**src/core/role_arb_pkg.sv**
```systemverilog
// Package for the redundant processor role arbiter.
// Assumes a 100 MHz system clock; all users reference names with the package scope.
package role_arb_pkg;

	// ==========================================================
	// Timing
	localparam int unsigned CLK_MHZ         = 100;
	localparam int unsigned SEARCH_MS       = 2000;
	localparam int unsigned SEARCH_CYCLES   = SEARCH_MS * 1000 * CLK_MHZ;
	localparam int unsigned BLINK_MS        = 250;
	localparam int unsigned BLINK_CYCLES    = BLINK_MS * 1000 * CLK_MHZ;
	localparam int unsigned POLL_US         = 1000;
	localparam int unsigned POLL_CYCLES     = POLL_US * CLK_MHZ;
	// Link bit rate 1.875 Mbit/s, kept as kbit/s
	localparam int unsigned LINK_KBPS       = 1875;

	// ==========================================================
	// Selector positions and field widths
	localparam logic [3:0]  SEL_MAIN        = 4'h0;
	localparam logic [3:0]  SEL_BACKUP      = 4'h9;
	localparam int unsigned STN_W           = 8;
	localparam int unsigned WORD_W          = 8;
	localparam int unsigned FIFO_DEPTH      = 4;

	// ==========================================================
	// Status word exchanged with the peer
	localparam logic [1:0]  MSG_STATUS      = 2'h1;
	localparam logic [1:0]  MSG_CONFIG      = 2'h2;
	localparam logic [1:0]  MSG_DYNAMIC     = 2'h3;

	typedef struct packed {
		logic       was_active;
		logic       good_cfg;
		logic       first_up;
		logic       is_main;
		logic       is_active;
	} peer_status_t;

	typedef struct packed {
		logic [1:0] kind;
		logic [7:0] data;
	} link_word_t;

	typedef enum logic [2:0] {
		ST_PASSIVE  = 3'b000,
		ST_SEARCH   = 3'b001,
		ST_DECIDE   = 3'b011,
		ST_ACTIVE   = 3'b010,
		ST_IDLE     = 3'b110
	} role_state_t;

	typedef enum logic [1:0] {
		XF_NONE     = 2'b00,
		XF_CONFIG   = 2'b01,
		XF_UPDATE   = 2'b11
	} xfer_state_t;

	localparam logic [STN_W-1:0] STN_RST    = 8'h00;

endpackage : role_arb_pkg

```
**src/core/role_arbiter.sv**
```systemverilog
// Role arbiter for one of a pair of hot-standby controller processors, plus a small FIFO
// that holds outgoing transfer words. Assumes the peer link clock and data are asynchronous.
// Behaviour
// - Unit is always exactly active or passive; passive only polls for takeover.
// - Selector 0 marks main, used to pick active on simultaneous power-up.
// - Selector 9 marks backup, yields active when both held equal roles.
// - Configuration transfer flows active to passive only.
// - Peer serial link carries only configuration transfer traffic.
// - First-powered unit in sequential power-up goes active; it sends config only on a mismatch.
// - After full transfer, sender sends only dynamic variables and settings.
// - Peers exchange status on detection before choosing the sender.
// - Same good configuration: active-role selection applies; active sends only if it got peer status while searching.
// - Mismatch, sequential power-up, first has good config: first sends.
// - All other cases: no unit enters transfer state.
// - Link is full-duplex four-wire at 1.875 Mbit/s; code has one data output, shifted on peer clock falls.
// - Unit enters passive role after power-up before searching.
// - Search 2 s for active peer; none found means become active.
// - Simultaneous power-up restores roles held at last power-down.
// - Equal previous roles: main selector becomes active, backup passive.
// - Active scans remote stations only when configuration matches station.
// - Passive issues periodic polls on its remote port.
// - Active reaching fewer stations than passive causes role swap.
// - Run indicator steady when active, blinks when passive.
// - Config indicator steady when loaded, blinks otherwise.
// - Override indicator shows override modes; passive blinks on bad settings.
// - Active keeps its role unless worse placed than its peer.
`timescale 1ns/1ps

module xfer_fifo #(
	parameter int unsigned WIDTH = 10,
	parameter int unsigned DEPTH = 4
) (
	input  wire logic             i_clk,
	input  wire logic             i_rst_n,
	input  wire logic             i_in_valid,
	output logic                  o_in_ready,
	input  wire logic [WIDTH-1:0] i_in_data,
	output logic                  o_out_valid,
	input  wire logic             i_out_ready,
	output logic      [WIDTH-1:0] o_out_data
);
	localparam int unsigned AW = (DEPTH > 1) ? $clog2(DEPTH) : 1;
	logic [WIDTH-1:0] mem_q [DEPTH];
	logic [AW-1:0]    wr_q;
	logic [AW-1:0]    rd_q;
	logic [AW:0]      cnt_q;
	logic             push;
	logic             pop;

	assign push        = i_in_valid && o_in_ready;
	assign pop         = o_out_valid && i_out_ready;
	assign o_in_ready  = (cnt_q != (AW+1)'(DEPTH));
	assign o_out_valid = (cnt_q != '0);
	assign o_out_data  = mem_q[rd_q];

	function automatic logic [AW-1:0] wrap_inc(input logic [AW-1:0] p);
		wrap_inc = (p == AW'(DEPTH - 1)) ? '0 : p + 1'b1;
	endfunction : wrap_inc

	always_ff @(posedge i_clk) begin
		if (push) begin
			mem_q[wr_q] <= i_in_data;
		end
	end

	always_ff @(posedge i_clk or negedge i_rst_n) begin
		if (!i_rst_n) begin
			wr_q  <= '0;
			rd_q  <= '0;
			cnt_q <= '0;
		end else begin
			if (push) wr_q <= wrap_inc(wr_q);
			if (pop) rd_q <= wrap_inc(rd_q);
			cnt_q <= cnt_q + (AW+1)'(push) - (AW+1)'(pop);
		end
	end
endmodule : xfer_fifo

module role_arbiter #(
	parameter int unsigned SEARCH_CYCLES = role_arb_pkg::SEARCH_CYCLES,
	parameter int unsigned BLINK_CYCLES  = role_arb_pkg::BLINK_CYCLES,
	parameter int unsigned POLL_CYCLES   = role_arb_pkg::POLL_CYCLES,
	parameter int unsigned STN_W         = role_arb_pkg::STN_W
) (
	input  wire logic             i_clk,
	input  wire logic             i_arst_n,
	input  wire logic [3:0]       i_role_selector,
	input  wire logic             i_nv_was_active,
	input  wire logic             i_cfg_good,
	input  wire logic             i_cfg_match_peer,
	input  wire logic             i_cfg_match_station,
	input  wire logic             i_override_mode,
	input  wire logic             i_settings_bad,
	input  wire logic [STN_W-1:0] i_reachable_stations_by_active,
	input  wire logic [STN_W-1:0] i_reachable_stations_by_passive,
	input  wire logic             i_peer_present,
	input  wire logic             i_peer_sync_serial_link_clk,
	input  wire logic             i_peer_status_valid,
	input  wire role_arb_pkg::peer_status_t i_peer_status,
	input  wire logic             i_cfg_word_valid,
	input  wire logic [7:0]       i_cfg_word,
	input  wire logic             i_cfg_last,
	output logic                  o_cfg_word_ready,
	input  wire logic             i_dyn_word_valid,
	input  wire logic [7:0]       i_dyn_word,
	output logic                  o_dyn_word_ready,
	output logic                  o_link_data,
	output logic                  o_link_word_taken,
	output logic                  o_is_active,
	output role_arb_pkg::peer_status_t o_own_status,
	output logic                  o_is_sender,
	output logic                  o_xfer_config,
	output logic                  o_xfer_update,
	output logic                  o_scan_enable,
	output logic                  o_poll_pulse,
	output logic                  o_nv_role_write,
	output logic                  o_nv_role_active,
	output logic                  o_led_run,
	output logic                  o_led_config,
	output logic                  o_led_override
);
	// ==========================================================
	// Reset release and input synchronisers
	logic       rst_s1_q;
	logic       rst_n;
	logic [1:0] lclk_s_q;
	logic       lclk_prev_q;
	logic       peer_s1_q;
	logic       peer_q;
	logic       pstv_s1_q;
	logic       pstv_q;
	logic       pstv_prev_q;
	role_arb_pkg::peer_status_t pst_s1_q;
	role_arb_pkg::peer_status_t pst_q;
	role_arb_pkg::peer_status_t peer_st_q;

	always_ff @(posedge i_clk or negedge i_arst_n) begin
		if (!i_arst_n) begin
			rst_s1_q <= 1'b0;
			rst_n    <= 1'b0;
		end else begin
			rst_s1_q <= 1'b1;
			rst_n    <= rst_s1_q;
		end
	end

	always_ff @(posedge i_clk or negedge rst_n) begin
		if (!rst_n) begin
			lclk_s_q    <= '0;
			lclk_prev_q <= 1'b0;
			peer_s1_q   <= 1'b0;
			peer_q      <= 1'b0;
			pstv_s1_q   <= 1'b0;
			pstv_q      <= 1'b0;
			pstv_prev_q <= 1'b0;
			pst_s1_q    <= '0;
			pst_q       <= '0;
		end else begin
			lclk_s_q    <= {lclk_s_q[0], i_peer_sync_serial_link_clk};
			lclk_prev_q <= lclk_s_q[1];
			peer_s1_q   <= i_peer_present;
			peer_q      <= peer_s1_q;
			pstv_s1_q   <= i_peer_status_valid;
			pstv_q      <= pstv_s1_q;
			pstv_prev_q <= pstv_q;
			pst_s1_q    <= i_peer_status;
			pst_q       <= pst_s1_q;
		end
	end

	// Status is only sampled on the rising edge of its valid, after it has settled
	logic status_evt;
	logic link_fall;
	assign status_evt = pstv_q && !pstv_prev_q;
	assign link_fall  = lclk_prev_q && !lclk_s_q[1];

	// ==========================================================
	// Role state machine
	role_arb_pkg::role_state_t state_q;
	logic [31:0] search_cnt_q;
	logic        first_up_q;
	logic        is_main;
	logic        swap_req;
	logic        swap_arm_q;
	logic        swap_go;

	assign is_main  = (i_role_selector == role_arb_pkg::SEL_MAIN);
	// Backup and any other position are non-main
	assign swap_req = (i_reachable_stations_by_active < i_reachable_stations_by_passive);
	assign swap_go  = swap_req && swap_arm_q;

	function automatic logic decide_active(input logic own_was, input logic peer_was,
		input logic own_main);
		if (own_was != peer_was) decide_active = own_was;
		else decide_active = own_main;
	endfunction : decide_active

	always_ff @(posedge i_clk or negedge rst_n) begin
		if (!rst_n) begin
			state_q      <= role_arb_pkg::ST_PASSIVE;
			search_cnt_q <= '0;
			first_up_q   <= 1'b0;
		end else begin
			case (state_q)
				role_arb_pkg::ST_PASSIVE: begin
					search_cnt_q <= '0;
					state_q      <= role_arb_pkg::ST_SEARCH;
				end
				role_arb_pkg::ST_SEARCH: begin
					if (status_evt && pst_q.is_active) begin
						state_q <= role_arb_pkg::ST_IDLE;
					end else if (status_evt) begin
						state_q <= role_arb_pkg::ST_DECIDE;
					end else if (search_cnt_q >= SEARCH_CYCLES - 1) begin
						first_up_q <= 1'b1;
						state_q    <= role_arb_pkg::ST_ACTIVE;
					end else begin
						search_cnt_q <= search_cnt_q + 32'h1;
					end
				end
				role_arb_pkg::ST_DECIDE: begin
					if (decide_active(i_nv_was_active, peer_st_q.was_active, is_main)) begin
						state_q <= role_arb_pkg::ST_ACTIVE;
					end else begin
						state_q <= role_arb_pkg::ST_IDLE;
					end
				end
				role_arb_pkg::ST_ACTIVE: begin
					// Stay active unless worse placed than the peer
					if (peer_q && swap_go) state_q <= role_arb_pkg::ST_IDLE;
				end
				role_arb_pkg::ST_IDLE: begin
					if (!peer_q || swap_go) state_q <= role_arb_pkg::ST_ACTIVE;
				end
				default: state_q <= role_arb_pkg::ST_PASSIVE;
			endcase
		end
	end

	logic active;
	assign active = (state_q == role_arb_pkg::ST_ACTIVE);

	// Counts lag a role change; one swap per rise of the condition stops ping-pong
	always_ff @(posedge i_clk or negedge rst_n) begin
		if (!rst_n) begin
			swap_arm_q <= 1'b1;
		end else if (!swap_req) begin
			swap_arm_q <= 1'b1;
		end else if (swap_go && peer_q && (active || state_q == role_arb_pkg::ST_IDLE)) begin
			swap_arm_q <= 1'b0;
		end
	end

	// Status pins change once valid drops, so keep what came with the strobe
	always_ff @(posedge i_clk or negedge rst_n) begin
		if (!rst_n) begin
			peer_st_q <= '0;
		end else if (status_evt && state_q == role_arb_pkg::ST_SEARCH) begin
			peer_st_q <= pst_q;
		end
	end

	// ==========================================================
	// Sender selection and transfer phases
	role_arb_pkg::xfer_state_t xf_q;
	logic sender_q;
	logic sender_ok;

	// Case 0 needs equal good configs; case 1 mismatch with a good first unit
	assign sender_ok = active && peer_q && i_cfg_good &&
		(i_cfg_match_peer ? peer_st_q.good_cfg : first_up_q);

	always_ff @(posedge i_clk or negedge rst_n) begin
		if (!rst_n) begin
			xf_q     <= role_arb_pkg::XF_NONE;
			sender_q <= 1'b0;
		end else begin
			sender_q <= sender_ok;
			case (xf_q)
				role_arb_pkg::XF_NONE: begin
					if (sender_ok) xf_q <= role_arb_pkg::XF_CONFIG;
				end
				role_arb_pkg::XF_CONFIG: begin
					if (!sender_ok) xf_q <= role_arb_pkg::XF_NONE;
					else if (i_cfg_word_valid && o_cfg_word_ready && i_cfg_last)
						xf_q <= role_arb_pkg::XF_UPDATE;
				end
				role_arb_pkg::XF_UPDATE: begin
					if (!sender_ok) xf_q <= role_arb_pkg::XF_NONE;
				end
				default: xf_q <= role_arb_pkg::XF_NONE;
			endcase
		end
	end

	// ==========================================================
	// Outgoing link words through the FIFO, shifted out on link clock falls
	role_arb_pkg::link_word_t fin;
	role_arb_pkg::link_word_t fout;
	logic fin_valid;
	logic fin_ready;
	logic fout_valid;
	logic fout_ready;
	logic in_cfg;
	logic in_upd;

	assign in_cfg    = (xf_q == role_arb_pkg::XF_CONFIG);
	assign in_upd    = (xf_q == role_arb_pkg::XF_UPDATE);
	// Only transfer traffic ever reaches the link
	assign fin_valid = (in_cfg && i_cfg_word_valid) || (in_upd && i_dyn_word_valid);
	assign fin.kind  = in_cfg ? role_arb_pkg::MSG_CONFIG : role_arb_pkg::MSG_DYNAMIC;
	assign fin.data  = in_cfg ? i_cfg_word : i_dyn_word;
	assign o_cfg_word_ready = in_cfg && fin_ready;
	assign o_dyn_word_ready = in_upd && fin_ready;

	xfer_fifo #(
		.WIDTH ($bits(role_arb_pkg::link_word_t)),
		.DEPTH (role_arb_pkg::FIFO_DEPTH)
	) u_fifo (
		.i_clk       (i_clk),
		.i_rst_n     (rst_n),
		.i_in_valid  (fin_valid),
		.o_in_ready  (fin_ready),
		.i_in_data   (fin),
		.o_out_valid (fout_valid),
		.i_out_ready (fout_ready),
		.o_out_data  (fout)
	);

	logic [9:0] sh_q;
	logic [3:0] bits_q;
	logic       taken_q;
	assign fout_ready = (bits_q == 4'h0);

	// Link bit pacing follows the peer clock, nominally 1.875 Mbit/s
	always_ff @(posedge i_clk or negedge rst_n) begin
		if (!rst_n) begin
			sh_q    <= '0;
			bits_q  <= 4'h0;
			taken_q <= 1'b0;
		end else begin
			taken_q <= fout_valid && fout_ready;
			if (fout_valid && fout_ready) begin
				sh_q   <= fout;
				bits_q <= 4'ha;
			end else if (link_fall && bits_q != 4'h0) begin
				sh_q   <= {sh_q[8:0], 1'b0};
				bits_q <= bits_q - 4'h1;
			end
		end
	end

	// ==========================================================
	// Remote station scan, polling, indicators, role retention
	logic [31:0] poll_cnt_q;
	logic [31:0] blink_cnt_q;
	logic        blink_q;
	logic        poll_q;
	logic        active_prev_q;

	always_ff @(posedge i_clk or negedge rst_n) begin
		if (!rst_n) begin
			poll_cnt_q <= '0;
			poll_q     <= 1'b0;
		end else begin
			poll_q <= 1'b0;
			if (active || poll_cnt_q >= POLL_CYCLES - 1) begin
				poll_cnt_q <= '0;
				poll_q     <= !active;
			end else begin
				poll_cnt_q <= poll_cnt_q + 32'h1;
			end
		end
	end

	always_ff @(posedge i_clk or negedge rst_n) begin
		if (!rst_n) begin
			blink_cnt_q <= '0;
			blink_q     <= 1'b0;
		end else if (blink_cnt_q >= BLINK_CYCLES - 1) begin
			blink_cnt_q <= '0;
			blink_q     <= !blink_q;
		end else begin
			blink_cnt_q <= blink_cnt_q + 32'h1;
		end
	end

	always_ff @(posedge i_clk or negedge rst_n) begin
		if (!rst_n) begin
			o_is_active      <= 1'b0;
			o_own_status     <= '0;
			o_is_sender      <= 1'b0;
			o_xfer_config    <= 1'b0;
			o_xfer_update    <= 1'b0;
			o_scan_enable    <= 1'b0;
			o_poll_pulse     <= 1'b0;
			o_nv_role_write  <= 1'b0;
			o_nv_role_active <= 1'b0;
			o_led_run        <= 1'b0;
			o_led_config     <= 1'b0;
			o_led_override   <= 1'b0;
			o_link_data      <= 1'b0;
			o_link_word_taken <= 1'b0;
			active_prev_q    <= 1'b0;
		end else begin
			active_prev_q    <= active;
			o_is_active      <= active;
			o_own_status     <= '{was_active: i_nv_was_active, good_cfg: i_cfg_good,
				first_up: first_up_q, is_main: is_main, is_active: active};
			o_is_sender      <= sender_q;
			o_xfer_config    <= in_cfg;
			o_xfer_update    <= in_upd;
			o_scan_enable    <= active && i_cfg_match_station;
			o_poll_pulse     <= poll_q;
			// Store each role change so the next power-up can restore it
			o_nv_role_write  <= active != active_prev_q;
			o_nv_role_active <= active;
			o_led_run        <= active ? 1'b1 : blink_q;
			o_led_config     <= i_cfg_good ? 1'b1 : blink_q;
			o_led_override   <= (!active && i_settings_bad) ? blink_q : i_override_mode;
			o_link_data      <= sh_q[9];
			o_link_word_taken <= taken_q;
		end
	end
endmodule : role_arbiter

```
**config.mk**
```make
export PLATFORM = sky130hd
export DESIGN_NAME = role_arbiter
export DESIGN_NICKNAME = d
export VERILOG_FILES = /design/src/core/role_arb_pkg.sv /design/src/core/role_arbiter.sv
export SDC_FILE = /design/constraint.sdc
export NUM_CORES = 1
export LEC_CHECK = 0
export BUFFER_PORTS_ARGS = -buffer_cell sky130_fd_sc_hd__buf_2
export CAP_MARGIN = 30
export CORE_MARGIN = 4
export CORE_UTILIZATION = 56
export CTS_BUF_LIST = sky130_fd_sc_hd__clkbuf_4
export DETAILED_ROUTE_END_ITERATION = 8
export PLACE_DENSITY = 0.79
export REMOVE_ABC_BUFFERS = 1
export SYNTH_ARGS = -nofsm -noshare
export SYNTH_HDL_FRONTEND = slang
export SYNTH_SLANG_ARGS = --single-unit
```
**constraint.sdc**
```tcl
create_clock -name i_clk -period 4.55 [get_ports i_clk]
set_clock_uncertainty 0.1 [all_clocks]
set_input_delay 0 -clock i_clk [delete_from_list [all_inputs] [get_ports i_clk]]
set_output_delay 0 -clock i_clk [all_outputs]
set_load 0.05 [all_outputs]
```
==> PnR_summary.wiki <==
{| class="wikitable"
! Metric !! Value
|-
| Status || completed
|-
| Number of standard cells after synthesis || 698
|-
| Number of warnings printed during yosys synthesis || 0
|-
| Type of the most critical hold path || in -> reg
|-
| Final critical path time including I/O delays and setup || between 2 and 3 ns
|-
| Sum Neg Setup Slack || 0 ns
|-
| RSZ-0062 raised after global routing || false
|-
| H-tree levels || 4
|-
| Worst path bufs/invs || 2
|-
| Logic depth of the worst register-to-register path || 7
|-
| DRC violation total after the first TritonRoute iteration || around 480
|-
| Number of search-and-repair iterations in the first detailed-routing pass || 6
|-
| Area growth from synthesis to layout || 17.69%
|-
| Final Max Slew Viols || 0
|-
| Fraction of registers with async set/reset || 0.8182
|-
| TritonCTS clock tree || done
|-
| Critical path destination || u_fifo.cnt_q[2]
|-
| R2r startpoint || u_fifo.cnt_q[1]
|-
| First-pass GRT wire length || 27.95 mm
|-
| Clock-pin transition on the worst setup and hold timing paths || 0.17 ns
|-
| Detailed-route wire length per cell || roughly 16 um
|-
| Critical path's most frequent cell || sky130_fd_sc_hd__ha_1
|-
| Sum of routed wire length over all layers || 16.33 mm
|-
| MaxCap Viol Count || 0
|-
| Fraction of layout cells with a size suffix above 1 || 0.1802
|-
| Synth top area cells || sky130_fd_sc_hd__dfrtp_1 48%, sky130_fd_sc_hd__edfxtp_1 13%, sky130_fd_sc_hd__xor2_1 4.7%, sky130_fd_sc_hd__nor2_1 3.5%, sky130_fd_sc_hd__ha_1 2.7%
|-
| Tightest hold margin || between 0.06 and 0.07 ns
|-
| Core area || between 0.01 and 0.015 mm2
|-
| Data required, critical path || between 4 and 5 ns
|-
| Final routed DRC violation total || 0
|-
| Total global-route track usage || 0.2077
|-
| Final nets || 921
|-
| Vert. Die Dim || between 100 and 150 um
|-
| Combinational power share || 0.220
|-
| Period utilization || 0.6424
|-
| Critical path's slowest cell || sky130_fd_sc_hd__clkinv_1
|-
| Biggest area consumer among synthesized cells || sky130_fd_sc_hd__dfrtp_1
|-
| Post-CTS Repair Setup Buffers || 0
|-
| Placed Instance Area || 0.009075 mm2
|-
| Post-cts resize count || 0
|-
| Sum of net half-perimeters after detailed placement || about 11 mm
|-
| CP cell instances || o311ai_2 > clkinv_1 > ha_1 > inv_1 > ha_1 > fa_1 > xnor2_1
|-
| Peak ir drop on the vdd network || 0.0002787 V
|-
| Switching power share of the total || 0.3222
|-
| Count of distinct cell types in the synthesized netlist || between 60 and 70
|-
| NetSw || 1.323 mW
|-
| Num CTS Buffers || 17
|-
| Static power due to leakage || between 4 and 5 nW
|-
| Relative contribution of the clock network to total power || 0.251
|-
| Vias after detailed routing || 5731
|-
| Residual antenna-violating net count after detailed routing || 0
|-
| Pin count of the biggest net entering global routing || 89
|-
| Maximum clock insertion buffer count || 2
|-
| Final setup vio count || 0
|-
| Finished Core Util || 0.6775
|-
| Largest delay contributor family on the critical path || adder cells
|-
| Max Fanout on Critical Path || 18
|-
| Hold Vio Cnt, Final || 0
|-
| # fillers || about 1000
|-
| Number of primary I/O pins || 75
|-
| Critical Path Stages || 7
|-
| Area of the die || approximately 0.017 mm2
|-
| Initial antenna violation count || 0
|-
| Routability-driven placement congestion ratio || approximately 0.81
|-
| Final non-filler cell area || ~0.01 mm2
|-
| Reg2Reg Capture Point || u_fifo.cnt_q[2]
|-
| Pre-CTS setup slack || roughly 1.6 ns
|-
| Kind of launch point of the worst setup path || register
|-
| FF-to-FF setup slack || between 1.5 and 2 ns
|-
| Area fraction of the dominant cell type after synthesis || 0.4779
|-
| Internal power component || 2.783 mW
|-
| Post-synthesis sequential area ratio || 0.6092
|-
| Worst setup startpoint || u_fifo.cnt_q[1]
|-
| Cts hold-fix bufs || between 50 and 60
|-
| Via count of the first global-routing pass || 6000
|-
| FP Rows || 44
|-
| Starting density of the core || 0.5757
|-
| Maximum cell stage delay along the critical path || ~0.54 ns
|-
| Total power divided by cell area || 413.8 mW/mm2
|-
| CP Class || reg -> reg
|-
| Width of the die || about 130 um
|-
| Mean Syn Cell Area || 12.08 um2
|-
| Synth Cell Area || around 0.0084 mm2
|-
| Flip-flop cell with the highest count after synthesis || sky130_fd_sc_hd__dfrtp_1
|-
| Synth Register Bits || 198
|-
| Remaining global-route overflow || 0
|-
| Worst Max-Slew Pin Slew || between 0.9 and 1 ns
|-
| Post-route setup slack || between 1.5 and 2 ns
|-
| Routed via count divided by cell count || about 5.5
|-
| Number of buffers added on ports || a little over 70
|-
| CP endpoint kind || register
|-
| Cell chosen for the clock root || sky130_fd_sc_hd__clkbuf_4
|-
| Seq pwr share || 0.529
|-
| EDFF count, synth || 36
|-
| Relative slew slack || 0.3330
|-
| Fmax || about 340 MHz
|-
| Number of inserted diodes || 0
|-
| Clock net sink count || just under 200
|-
| Clock Latency Late Sink || between 0.5 and 0.6 ns
|-
| Data arrival, critical path || 3.32 ns
|}
-- stage by stage --
step | instances | power, mW
after floorplan | 697 | 2.778
after global placement | 956 | 2.976
after detailed placement | 960 | 3.067
after CTS | 1044 | 4.133
after global routing | 1044 | 4.318
final | 1044 | 4.106
-- cells in the final DEF, fill, tap and decap left out, types with 4 or more instances in the layout --
cell                            count
sky130_fd_sc_hd__dfrtp_1          160
sky130_fd_sc_hd__nor2_1            78
sky130_fd_sc_hd__buf_2             72
sky130_fd_sc_hd__dlygate4sd3_1     52
sky130_fd_sc_hd__nand2_1           50
sky130_fd_sc_hd__xor2_1            45
sky130_fd_sc_hd__edfxtp_1          36
sky130_fd_sc_hd__inv_1             27
sky130_fd_sc_hd__nand3_1           24
sky130_fd_sc_hd__conb_1            23
sky130_fd_sc_hd__o21ai_0           21
sky130_fd_sc_hd__a21oi_1           18
sky130_fd_sc_hd__ha_1              18
sky130_fd_sc_hd__clkbuf_4          17
sky130_fd_sc_hd__nand4_1           16
sky130_fd_sc_hd__and3_1            15
sky130_fd_sc_hd__xnor2_1           15
sky130_fd_sc_hd__nor3_1            13
sky130_fd_sc_hd__mux2_2            12
sky130_fd_sc_hd__and2_1            12
sky130_fd_sc_hd__nor4_1            11
sky130_fd_sc_hd__o211ai_2           9
sky130_fd_sc_hd__mux4_2             9
sky130_fd_sc_hd__o2111ai_1          8
sky130_fd_sc_hd__nor2b_1            6
sky130_fd_sc_hd__or3_1              6
sky130_fd_sc_hd__nand2b_1           5
sky130_fd_sc_hd__mux2i_1            5
sky130_fd_sc_hd__o211ai_1           4
sky130_fd_sc_hd__a22oi_1            4
sky130_fd_sc_hd__inv_6              4
sky130_fd_sc_hd__bufinv_16          4
sky130_fd_sc_hd__buf_4              4
-- synthesized netlist by cell type (13+ instances only) --
cell	number
sky130_fd_sc_hd__xor2_1	45
sky130_fd_sc_hd__nor3_1	13
sky130_fd_sc_hd__and3_1	15
sky130_fd_sc_hd__clkbuf_1	13
sky130_fd_sc_hd__nand3_1	24
sky130_fd_sc_hd__nand2_1	50
sky130_fd_sc_hd__nor2_1	79
sky130_fd_sc_hd__dfrtp_1	161
sky130_fd_sc_hd__ha_1	18
sky130_fd_sc_hd__a21oi_1	19
sky130_fd_sc_hd__inv_1	27
sky130_fd_sc_hd__edfxtp_1	36
sky130_fd_sc_hd__nand4_1	16
sky130_fd_sc_hd__o21ai_0	21
sky130_fd_sc_hd__xnor2_1	15
-- tightest hold or removal path, delay by kind of cell --
| family | cells | cell delay, ns |
|---|---|---|
| buffers and inverters | 2 | 0.61 |
| AND/OR/NAND/NOR | 1 | 0.11 |
-- per-layer routing --
layer | up-vias | global-route usage | part of all wire
met5 | - | 0 | 0
met4 | 0 | 0.07260 | 0.020
met3 | 27 | 0.04228 | 0.042
met2 | 145 | 0.3597 | 0.52
met1 | 2834 | 0.2617 | 0.42
li1 | 2725 | - | -
-- logic make-up (layout without fill, tap and decap cells) --
kind of cell / count (synthesis) / in the layout / synth area share
simple gates: 252 / 252 / 0.1477
flops: 198 / 198 / 0.6092
compound gates: 90 / 90 / 0.07747
xor+xnor: 60 / 60 / 0.06233
buf+inv: 50 / 191 / 0.02612
mux: 26 / 26 / 0.04601
fa+ha+maj: 20 / 20 / 0.03028
other cells: 2 / 23 / 0.0008908
-- flip-flops by register name, summed over array words and instances (netlist names), 3 cells and up --
register,flops
u_fifo.cnt_q,3
search_cnt_q,32
poll_cnt_q,32
pst_s1_q,3
sh_q,10
bits_q,4
state_q,3
blink_cnt_q,32
o_own_status,4
pst_q,3
u_fifo.mem_q,36
-- worst min path at each step --
stage,from,endpoint,slack [ns],cells past startpoint
after floorplan,i_arst_n,rst_n,-0.40,0
after global placement,i_arst_n,rst_s1_q,-0.31,1
after detailed placement,i_arst_n,rst_s1_q,-0.31,1
after CTS,i_reachable_stations_by_passive[4],state_q[2],0.008,6
after global routing,i_cfg_match_station,o_scan_enable,0.05,3
final,i_cfg_match_station,o_scan_enable,0.07,3
-- power groups by stage --
| stage | Sequential [mW] | Clock [mW] | Combinational, mW |
|---|---|---|---|
| final | 2.17 | 1.03 | 0.903 |
| after global routing | 2.20 | 1.12 | 0.991 |
| after CTS | 2.17 | 1.06 | 0.905 |
| after detailed placement | 2.21 | 0 | 0.860 |
| after global placement | 2.19 | 0 | 0.785 |
| after floorplan | 2.31 | 0 | 0.466 |
-- final cells by class --
class / count / area [um2] / share of cell area
repair buffers: 131 / 960.9 / 0.09685
inverters: 28 / 105.1 / 0.01059
well taps: 184 / 230.2 / 0.02320
flip-flops and latches: 198 / 5140 / 0.5180
multi-input cells: 471 / 3159 / 0.3184
clock inverters: 15 / 198.9 / 0.02005
clock buffers: 17 / 127.6 / 0.01286
No activity file was read; power rests on OpenSTA's default activity.
